**src/shared/lbcl_pkg.sv**
```systemverilog
package lbcl_pkg;

  // Bank count and bank address width
  localparam int NUM_BANKS = 4;
  localparam int BANK_W = 2;

  // Command encodings {cs_n, ras_n, cas_n, we_n}
  localparam logic [3:0] CMD_NOP = 4'h7;
  localparam logic [3:0] CMD_ACTIVE = 4'h3;
  localparam logic [3:0] CMD_READ = 4'h5;
  localparam logic [3:0] CMD_WRITE = 4'h4;
  localparam logic [3:0] CMD_PRECHARGE = 4'h2;
  localparam logic [3:0] CMD_REFRESH = 4'h1;
  localparam logic [3:0] CMD_LOAD_MODE = 4'h0;
  localparam logic [3:0] CMD_BURST_STOP = 4'h6;

  // Clock and timing
  localparam int CLK_PERIOD_PS = 8000;
  localparam int T_RP_PS = 15000;
  localparam int T_RCD_PS = 15000;
  localparam int T_RFC_PS = 72000;
  localparam int T_MRD_PS = 10000;
  localparam int T_WR_PS = 15000;
  localparam int T_WTR_CK = 1;
  localparam int CAS_LAT = 3;
  localparam int BURST_LEN = 4;
  localparam int CNT_W = 8;

  // Least times round up to whole cycles
  localparam int RP_CYC = (T_RP_PS + CLK_PERIOD_PS - 1) / CLK_PERIOD_PS;
  localparam int RCD_CYC = (T_RCD_PS + CLK_PERIOD_PS - 1) / CLK_PERIOD_PS;
  localparam int RFC_CYC = (T_RFC_PS + CLK_PERIOD_PS - 1) / CLK_PERIOD_PS;
  localparam int MRD_CYC = (T_MRD_PS + CLK_PERIOD_PS - 1) / CLK_PERIOD_PS;
  localparam int WR_CYC = (T_WR_PS + CLK_PERIOD_PS - 1) / CLK_PERIOD_PS;
  localparam int BURST_CYC = BURST_LEN / 2;
  localparam int RD_END_CYC = CAS_LAT + BURST_CYC;
  localparam int WR_END_CYC = 1 + BURST_CYC;
  // Delays after a write with auto precharge to another bank
  localparam int WRA_TO_RD_CYC = 1 + BURST_CYC + T_WTR_CK;
  localparam int WRA_TO_WR_CYC = BURST_CYC;
  localparam int WRA_TO_OTHER_CYC = 1;

  // Per-bank states
  typedef enum logic [3:0] {
    BANK_IDLE = 4'h0,
    BANK_ACTIVATING = 4'h1,
    BANK_ROW_ACTIVE = 4'h2,
    BANK_READ = 4'h3,
    BANK_WRITE = 4'h4,
    BANK_READ_AP = 4'h5,
    BANK_WRITE_AP = 4'h6,
    BANK_PRECHARGING = 4'h7
  } lbcl_bank_type;

  // Device-wide states
  typedef enum logic [1:0] {
    DEV_NORMAL = 2'h0,
    DEV_REFRESHING = 2'h1,
    DEV_MODE_ACCESS = 2'h2,
    DEV_PRECHARGE_ALL = 2'h3
  } lbcl_dev_type;

endpackage

```
**src/shared/lbcl_cmd_if.sv**
```systemverilog
interface lbcl_cmd_if;
  import lbcl_pkg::*;
  logic cke;
  logic cs_n;
  logic ras_n;
  logic cas_n;
  logic we_n;
  logic [BANK_W-1:0] bank;
  logic a10;
  logic illegal;

  modport controller (
    output cke, cs_n, ras_n, cas_n, we_n, bank, a10,
    input illegal
  );
  modport device (
    input cke, cs_n, ras_n, cas_n, we_n, bank, a10,
    output illegal
  );
endinterface

```
**src/lbcl_device.sv**
```systemverilog
// Operation
// - Read autoprecharge bank idles after precharge time
// - Write autoprecharge bank idles after precharge time
// - Controller sends only NOP in device-wide states
// - Refresh holds device until refresh time met
// - Mode load holds device until delay met
// - Precharge all idles every bank after precharge
// - Unlisted state and command pairs are illegal
// - Refresh and mode load need all idle
// - Multi-bank precharge needs each bank prechargeable
// - Burst terminate hits most recent read burst without autoprecharge
// - Auto and plain precharge variants both allowed
// - Write during read without autoprecharge needs completion or terminate
// - Commands decode from four command pins
// - Idle bank leaves other banks unconstrained
// - Checking only with clock enable high twice
// - Bank states follow precharge, activate, bursts
// - Read autoprecharge splits access then precharge
// - Write autoprecharge precharge begins after recovery
// - Concurrent autoprecharge accepts other-bank commands
// - Write autoprecharge delays to other banks
// - Precharge holds bank until precharge time met
// - Activate holds bank until activate delay met
module lbcl_device
  import lbcl_pkg::*;
(
  // Clock and reset
  input wire logic i_core_clk,
  input wire logic i_sys_rst,
  // Command bus
  lbcl_cmd_if.device cmd,
  // Status
  output logic o_all_idle,
  output logic [4*lbcl_pkg::NUM_BANKS-1:0] o_bank_state,
  output logic [1:0] o_dev_state,
  output logic o_illegal
);
  import lbcl_pkg::*;

  ////////////////////////////////////////////////////////////////////////////
  // Command decode
  logic cke_prev;
  wire checking = cke_prev & cmd.cke;
  wire [3:0] pins = {cmd.cs_n, cmd.ras_n, cmd.cas_n, cmd.we_n};
  wire is_desel = cmd.cs_n;
  wire is_exec = checking & ~is_desel & (pins != CMD_NOP);
  wire is_act = is_exec & (pins == CMD_ACTIVE);
  wire is_rd = is_exec & (pins == CMD_READ);
  wire is_wr = is_exec & (pins == CMD_WRITE);
  wire is_pre = is_exec & (pins == CMD_PRECHARGE);
  wire is_ref = is_exec & (pins == CMD_REFRESH);
  wire is_lmr = is_exec & (pins == CMD_LOAD_MODE);
  wire is_bst = is_exec & (pins == CMD_BURST_STOP);

  lbcl_dev_type dev, next_dev;
  logic [CNT_W-1:0] dev_cnt, next_dev_cnt;
  lbcl_bank_type st [NUM_BANKS];
  logic [CNT_W-1:0] cnt [NUM_BANKS];
  logic [CNT_W-1:0] wra_gap;
  logic [BANK_W-1:0] last_rd_bank;
  logic last_rd_live;

  logic [NUM_BANKS-1:0] idle_v, pre_ok_v, sel_v;
  always_comb begin
    for (int i = 0; i < NUM_BANKS; i++) begin
      idle_v[i] = (st[i] == BANK_IDLE);
      // A bank already precharging is not interrupted
      pre_ok_v[i] = (st[i] != BANK_ACTIVATING) & (st[i] != BANK_READ_AP)
        & (st[i] != BANK_WRITE_AP) & (st[i] != BANK_PRECHARGING);
      sel_v[i] = cmd.a10 | (cmd.bank == BANK_W'(i));
    end
  end
  wire all_idle = &idle_v;
  lbcl_bank_type tgt;
  assign tgt = st[cmd.bank];
  wire any_rd = (st[0] == BANK_READ) | (st[1] == BANK_READ)
    | (st[2] == BANK_READ) | (st[3] == BANK_READ);

  ////////////////////////////////////////////////////////////////////////////
  // Legality check
  // both variants
  wire col_ok = (tgt == BANK_ROW_ACTIVE) | (tgt == BANK_READ)
    | (tgt == BANK_WRITE);
  wire wr_block = any_rd;
  wire rd_gap_bad = (wra_gap < CNT_W'(WRA_TO_RD_CYC));
  wire wr_gap_bad = (wra_gap < CNT_W'(WRA_TO_WR_CYC));
  wire oth_gap_bad = (wra_gap < CNT_W'(WRA_TO_OTHER_CYC));
  wire pre_ok = &(pre_ok_v | ~sel_v);
  wire dev_busy = (dev != DEV_NORMAL);
  // refresh and load need all idle
  // activate, read, write and precharge see their bank's state and the wra_gap delays; write also any_rd; burst stop needs last_rd_live
  wire bad = is_exec & (dev_busy
    | (is_act & ((tgt != BANK_IDLE) | oth_gap_bad))
    | (is_rd & (~col_ok | rd_gap_bad))
    | (is_wr & (~col_ok | wr_block | wr_gap_bad))
    | (is_pre & (~pre_ok | oth_gap_bad))
    | ((is_ref | is_lmr) & ~all_idle)
    | (is_bst & ~last_rd_live));
  wire ok = is_exec & ~bad;

  ////////////////////////////////////////////////////////////////////////////
  // Device-wide state
  // device-level tracker
  always_comb begin
    next_dev = dev;
    next_dev_cnt = (dev_cnt != '0) ? dev_cnt - CNT_W'(1) : dev_cnt;
    case (dev)
      DEV_NORMAL: begin
        if (ok & is_ref) begin
          next_dev = DEV_REFRESHING;
          next_dev_cnt = CNT_W'(RFC_CYC - 1);
        end else if (ok & is_lmr) begin
          next_dev = DEV_MODE_ACCESS;
          next_dev_cnt = CNT_W'(MRD_CYC - 1);
        end else if (ok & is_pre & cmd.a10) begin
          next_dev = DEV_PRECHARGE_ALL;
          next_dev_cnt = CNT_W'(RP_CYC - 1);
        end
      end
      default: begin
        if (dev_cnt == '0) begin
          next_dev = DEV_NORMAL;
        end
      end
    endcase
  end

  always_ff @(posedge i_core_clk or posedge i_sys_rst) begin
    if (i_sys_rst) begin
      dev <= DEV_NORMAL;
      dev_cnt <= '0;
      cke_prev <= 1'b0;
      o_illegal <= 1'b0;
      wra_gap <= '1;
    end else begin
      dev <= next_dev;
      dev_cnt <= next_dev_cnt;
      cke_prev <= cmd.cke;
      o_illegal <= bad;
      if (ok & is_wr & cmd.a10) begin
        wra_gap <= CNT_W'(1);
      end else if (wra_gap != '1) begin
        wra_gap <= wra_gap + CNT_W'(1);
      end
    end
  end

  ////////////////////////////////////////////////////////////////////////////
  // Burst terminate target
  // most recent read without autoprecharge
  always_ff @(posedge i_core_clk or posedge i_sys_rst) begin
    if (i_sys_rst) begin
      last_rd_bank <= '0;
      last_rd_live <= 1'b0;
    end else if (ok & is_rd & ~cmd.a10) begin
      last_rd_bank <= cmd.bank;
      last_rd_live <= 1'b1;
    end else if ((ok & (is_bst | is_rd | is_wr))
        | (st[last_rd_bank] != BANK_READ)) begin
      last_rd_live <= 1'b0;
    end
  end

  ////////////////////////////////////////////////////////////////////////////
  // Per-bank trackers
  for (genvar b = 0; b < NUM_BANKS; b++) begin : g_bank
    lbcl_bank_type next_st;
    logic [CNT_W-1:0] next_cnt;
    wire hit = (cmd.bank == BANK_W'(b));
    wire done = (cnt[b] == '0);
    always_comb begin
      next_st = st[b];
      next_cnt = done ? cnt[b] : cnt[b] - CNT_W'(1);
      if (dev == DEV_PRECHARGE_ALL) begin
        next_st = (dev_cnt == '0) ? BANK_IDLE : BANK_PRECHARGING;
      end else if (ok & is_pre & sel_v[b] & st[b] != BANK_IDLE) begin
        next_st = BANK_PRECHARGING;
        next_cnt = CNT_W'(RP_CYC - 1);
      end else if (ok & is_act & hit) begin
        next_st = BANK_ACTIVATING;
        next_cnt = CNT_W'(RCD_CYC - 1);
      end else if (ok & is_rd & hit) begin
        next_st = cmd.a10 ? BANK_READ_AP : BANK_READ;
        next_cnt = cmd.a10 ? CNT_W'(BURST_CYC + RP_CYC - 1)
          : CNT_W'(RD_END_CYC - 1);
      end else if (ok & is_wr & hit) begin
        next_st = cmd.a10 ? BANK_WRITE_AP : BANK_WRITE;
        next_cnt = cmd.a10 ? CNT_W'(WR_END_CYC + WR_CYC + RP_CYC - 1)
          : CNT_W'(WR_END_CYC - 1);
      end else if (ok & is_bst & (last_rd_bank == BANK_W'(b))) begin
        next_st = BANK_ROW_ACTIVE;
      end else if (done) begin
        case (st[b])
          BANK_ACTIVATING: next_st = BANK_ROW_ACTIVE;
          BANK_READ: next_st = BANK_ROW_ACTIVE;
          BANK_WRITE: next_st = BANK_ROW_ACTIVE;
          BANK_READ_AP: next_st = BANK_IDLE;
          BANK_WRITE_AP: next_st = BANK_IDLE;
          BANK_PRECHARGING: next_st = BANK_IDLE;
          default: next_st = st[b];
        endcase
      end
    end
    always_ff @(posedge i_core_clk or posedge i_sys_rst) begin
      if (i_sys_rst) begin
        st[b] <= BANK_IDLE;
        cnt[b] <= '0;
      end else begin
        st[b] <= next_st;
        cnt[b] <= next_cnt;
      end
    end
    assign o_bank_state[4*b +: 4] = st[b];
  end

  assign o_all_idle = all_idle & (dev == DEV_NORMAL);
  assign o_dev_state = dev;
  assign cmd.illegal = o_illegal;

endmodule // lbcl_device

```
**src/flat_wrapper.sv**
```systemverilog
// flat-port wrapper written by rule: the top's interface ports become plain ports
module lbcl_device_flat import lbcl_pkg::*;
  (i_core_clk, i_sys_rst, o_all_idle, o_bank_state, o_dev_state, o_illegal, cmd_cke, cmd_cs_n, cmd_ras_n, cmd_cas_n, cmd_we_n, cmd_bank, cmd_a10, cmd_illegal);
  lbcl_cmd_if cmd_i ();
  input wire logic i_core_clk;
  input wire logic i_sys_rst;
  output logic o_all_idle;
  output logic [4*lbcl_pkg::NUM_BANKS-1:0] o_bank_state;
  output logic [1:0] o_dev_state;
  output logic o_illegal;
  input wire logic [$bits(cmd_i.cke)-1:0] cmd_cke;
  input wire logic [$bits(cmd_i.cs_n)-1:0] cmd_cs_n;
  input wire logic [$bits(cmd_i.ras_n)-1:0] cmd_ras_n;
  input wire logic [$bits(cmd_i.cas_n)-1:0] cmd_cas_n;
  input wire logic [$bits(cmd_i.we_n)-1:0] cmd_we_n;
  input wire logic [$bits(cmd_i.bank)-1:0] cmd_bank;
  input wire logic [$bits(cmd_i.a10)-1:0] cmd_a10;
  output wire logic [$bits(cmd_i.illegal)-1:0] cmd_illegal;
  assign cmd_i.cke = cmd_cke;
  assign cmd_i.cs_n = cmd_cs_n;
  assign cmd_i.ras_n = cmd_ras_n;
  assign cmd_i.cas_n = cmd_cas_n;
  assign cmd_i.we_n = cmd_we_n;
  assign cmd_i.bank = cmd_bank;
  assign cmd_i.a10 = cmd_a10;
  assign cmd_illegal = cmd_i.illegal;
  lbcl_device u_core (.i_core_clk(i_core_clk), .i_sys_rst(i_sys_rst), .cmd(cmd_i), .o_all_idle(o_all_idle), .o_bank_state(o_bank_state), .o_dev_state(o_dev_state), .o_illegal(o_illegal));
endmodule
```
**config.mk**
```make
export PLATFORM = sky130hd
export DESIGN_NAME = lbcl_device_flat
export DESIGN_NICKNAME = d
export VERILOG_FILES = /design/src/shared/lbcl_pkg.sv /design/src/shared/lbcl_cmd_if.sv /design/src/lbcl_device.sv /design/src/flat_wrapper.sv
export SDC_FILE = /design/constraint.sdc
export NUM_CORES = 1
export LEC_CHECK = 0
export BUFFER_PORTS_ARGS = -buffer_cell sky130_fd_sc_hd__buf_2
export CORE_UTILIZATION = 60
export DETAILED_ROUTE_END_ITERATION = 6
export PLACE_DENSITY = 0.79
export SLEW_MARGIN = 5
export SYNTH_ARGS = -nofsm -noshare
export SYNTH_HDL_FRONTEND = slang
export SYNTH_SLANG_ARGS = --single-unit
```
**constraint.sdc**
```tcl
create_clock -name i_core_clk -period 3.95 [get_ports i_core_clk]
set_input_delay 0.79 -clock i_core_clk [delete_from_list [all_inputs] [get_ports i_core_clk]]
set_output_delay 0.79 -clock i_core_clk [all_outputs]
set_load 0.05 [all_outputs]
```
==> flow_metrics.py <==
metrics = {
    "clocking": {
        "cts_made_buffers": 9,
        "cts_repair_resize_count": 0,
        "clockBufferDepth": 2,
        "path_clk_slew_ns": 0.07,
        "ctsHoldBuffers": 0,
        "cts_max_level": 3,
        "cts_setup_buffers": 0,
        "cts.sinks": 67,
        "clock_latency_ns": 0.35,
        "root_buffer": "clkbuf_8",
        "cts_tree": "built",
    },
    "critical_path": {
        "end_kind": "register",
        "crit_arrival_ns": 3.39,
        "crit_chain": "buf_2 > mux4_2 > or3b_4 > nand3_2 > nand3_4 > buf_4 > or4_4 > and2_1 > o2bb2ai_1",
        "crit_type": "input pin to register",
        "crit_path_max_incr_delay_ns": 0.57,
        "cp.required_ns": 4.16,
        "critPathMaxFanout": 12,
        "cpMaxStageDelayCell": "mux4_2",
        "r2r_setup_slack_ns": 0.80,
        "critPathLaunchType": "input pin",
    },
    "synth": {
        "postSynthAreaPerCell_um2": 8.68,
        "ys_seq_elements": 67,
        "synth_top_family_by_area": "simple AND/OR/NAND/NOR gates",
        "synth-edff-count": 0,
        "synth_area_um2": 4790,
        "ys_async_sr_fraction": 1.00,
        "synth_mux_area_frac": 0.0363,
        "synthAdderAreaFrac": 0.0287,
        "seq_area_frac_synth": 0.352,
        "yosys.area_share.simple": 0.253,
        "synth-xor-area-share": 0.0677,
        "synth_compound_area_frac": 0.213,
        "synth_cells": 552,
        "synth-main-ff-cell": "dfrtp_1",
        "yosysWarnings": 0,
        "synth_cell_types": 75,
    },
    "floorplan": {
        "ios": 31,
        "start_util": 0.620,
        "placeableCoreArea_um2": 7730,
        "fp-row-count": 32,
        "die_h_um": 91.3,
        "die_area_um2": 8340,
        "die_width_um": 91.3,
    },
    "timing": {
        "fmax_ghz": 0.315,
        "setup_violations": 0,
        "grt_setup_unrepaired": "no",
        "relSlewSlack": 0.463,
        "worst_slack_ns": 0.774,
        "setup-tns-final_ns": 0,
        "fin_crit_sh": 0.804,
        "period_needed_ns": 3.18,
        "hold_viol": 0,
        "fin_skew_ns": 0.00968,
        "tightest_slew_ns": 0.804,
        "drv_slew": 0,
    },
    "drt": {
        "totalWireLength_um": 13600,
        "viasPerCell": 6.69,
        "ant_nets": 0,
        "vias": 4627,
        "wl_per_cell_um": 19.7,
        "route.detailed.drc": 0,
        "drtIter0Drc": 603,
        "drtPass1Iterations": 7,
    },
    "placement": {
        "dp_worst_setup_slack_ns": 0.450,
        "io_buffer_count": 26,
        "gp_congestion": 1.06,
        "dp_hpwl_um": 9870,
    },
    "final_layout": {
        "fillers": 656,
        "layout_common_cells": "81 x nor2_1, 59 x dfrtp_1, 51 x nand2_1",
        "area_delta_synth_final_pct": 9.95,
        "layout_commonest_cell": "nor2_1",
        "diodes": 0,
        "nNetsFinal": 606,
        "drive_above_1_share": 0.171,
    },
    "power": {
        "p_per_area_nw_per_um2": 478,
        "p_total_mw": 2.52,
        "total_leakage_power_nw": 2.25,
        "vdd_drop_max_uv": 337,
    },
    "grt": {
        "overflow": 0,
        "antenna_found_initial": 0,
        "grt_pass1_wl_um": 22300,
        "grt_most_used_layer": "met2",
        "grt_max_degree": 41,
        "grt_use_met1": 0.436,
        "met2_usage": 0.549,
        "grt_pass1_vias": 4510,
        "gr-usage-met3": 0.0745,
        "grt_use_total": 0.342,
    },
    "run": {
        "maxCapViolCount": 0,
    },
    "outcome": {
        "outcome": "finished, final reports clean",
    },
    "hold_path": {
        "hp-class": "register to register",
    },
}
[registers in the layout (all words and copies together), names as in the netlist]
| signal | count |
|---|---|
| u_core.wra_gap | 8 |
| u_core.o_dev_state | 2 |
| u_core.cnt | 32 |
| u_core.o_bank_state | 12 |
| u_core.last_rd_bank | 2 |
| u_core.last_rd_live | 1 |
| u_core.cke_prev | 1 |
| u_core.cmd.illegal | 1 |
| u_core.dev_cnt | 8 |
[cell usage after synthesis, types with 6 or more instances]
master / count / area (µm²)
nor2_1: 81 / 304
dfrtp_1: 59 / 1480
nand2_1: 51 / 191
o21ai_0: 27 / 135
inv_1: 23 / 86.3
xnor2_1: 22 / 193
a21oi_1: 20 / 100
nor3_1: 19 / 95.1
xor2_1: 15 / 131
nand3_1: 12 / 60.1
clkbuf_1: 11 / 41.3
ha_1: 11 / 138
a31oi_1: 10 / 62.6
nand2b_1: 10 / 62.6
nor4_1: 10 / 62.6
o31ai_1: 10 / 75.1
dfstp_2: 8 / 210
nand3b_1: 8 / 60.1
nand4_1: 8 / 50.1
a211oi_1: 7 / 52.6
buf_4: 7 / 52.6
buf_2: 6 / 30.0
[cell type report]
| type | instances | area, µm² | share of cell area |
|---|---|---|---|
| clock buffer | 11 | 151 | 0.0287 |
| clock inverter | 5 | 60.1 | 0.0114 |
| inverter | 23 | 86.3 | 0.0164 |
| multi-input combinational | 439 | 2880 | 0.547 |
| sequential | 67 | 1690 | 0.320 |
| tap | 102 | 128 | 0.0242 |
| timing repair buffer | 45 | 273 | 0.0518 |
[metrics by stage]
step / hold slack [ns] / cell area, µm² / utilization / instances
floorplan: 0.496 / 4800 / - / 555
global placement: 0.514 / 5050 / 0.654 / 676
detailed placement: 0.524 / 5050 / 0.654 / 676
CTS: 0.538 / 5270 / 0.682 / 692
global route: 0.576 / 5270 / 0.682 / 692
finish: 0.535 / 5270 / 0.682 / 692
[kinds of logic after synthesis]
kind of cell / count (synthesis)
AOI/OAI and AO/OA: 138
xor gates and xnor gates: 37
adders and majority gates: 11
buffers and inverters: 49
DFF: 67
muxes: 12
other: 1
and+or+nand+nor: 237
[where the power goes]
group | switching (mW) | internal (mW) | total, mW
combinational | 0.518 | 0.350 | 0.868
clock | 0.282 | 0.328 | 0.610
sequential | 0.207 | 0.834 | 1.04
[per-layer routing]
layer / routed length, µm / part of all wire
met3: 1230 / 0.090
met2: 6350 / 0.47
met4: 654 / 0.048
met5: 0 / 0
met1: 5420 / 0.40
[critical path, delay by kind of cell]
| kind | cells | cell delay [ns] |
|---|---|---|
| compound gates | 1 | 0.12 |
| buf+inv | 2 | 0.45 |
| mux | 1 | 0.57 |
| simple gates | 5 | 1.44 |
[path summary, 6_finish.rpt]
kind	from	end	cells past startpoint
hold reg to reg	u_core.wra_gap[6]	u_core.wra_gap[6]	2
setup / recovery	cmd_bank[0]	u_core.o_bank_state[4]	9
hold / removal	u_core.wra_gap[6]	u_core.wra_gap[6]	2
max in group asynchronous	i_sys_rst	u_core.dev_cnt[5]	3
min in group asynchronous	i_sys_rst	u_core.cnt[5]	2
setup reg to reg	u_core.o_bank_state[6]	u_core.o_bank_state[4]	8
No activity file was read; power rests on OpenSTA's default activity.
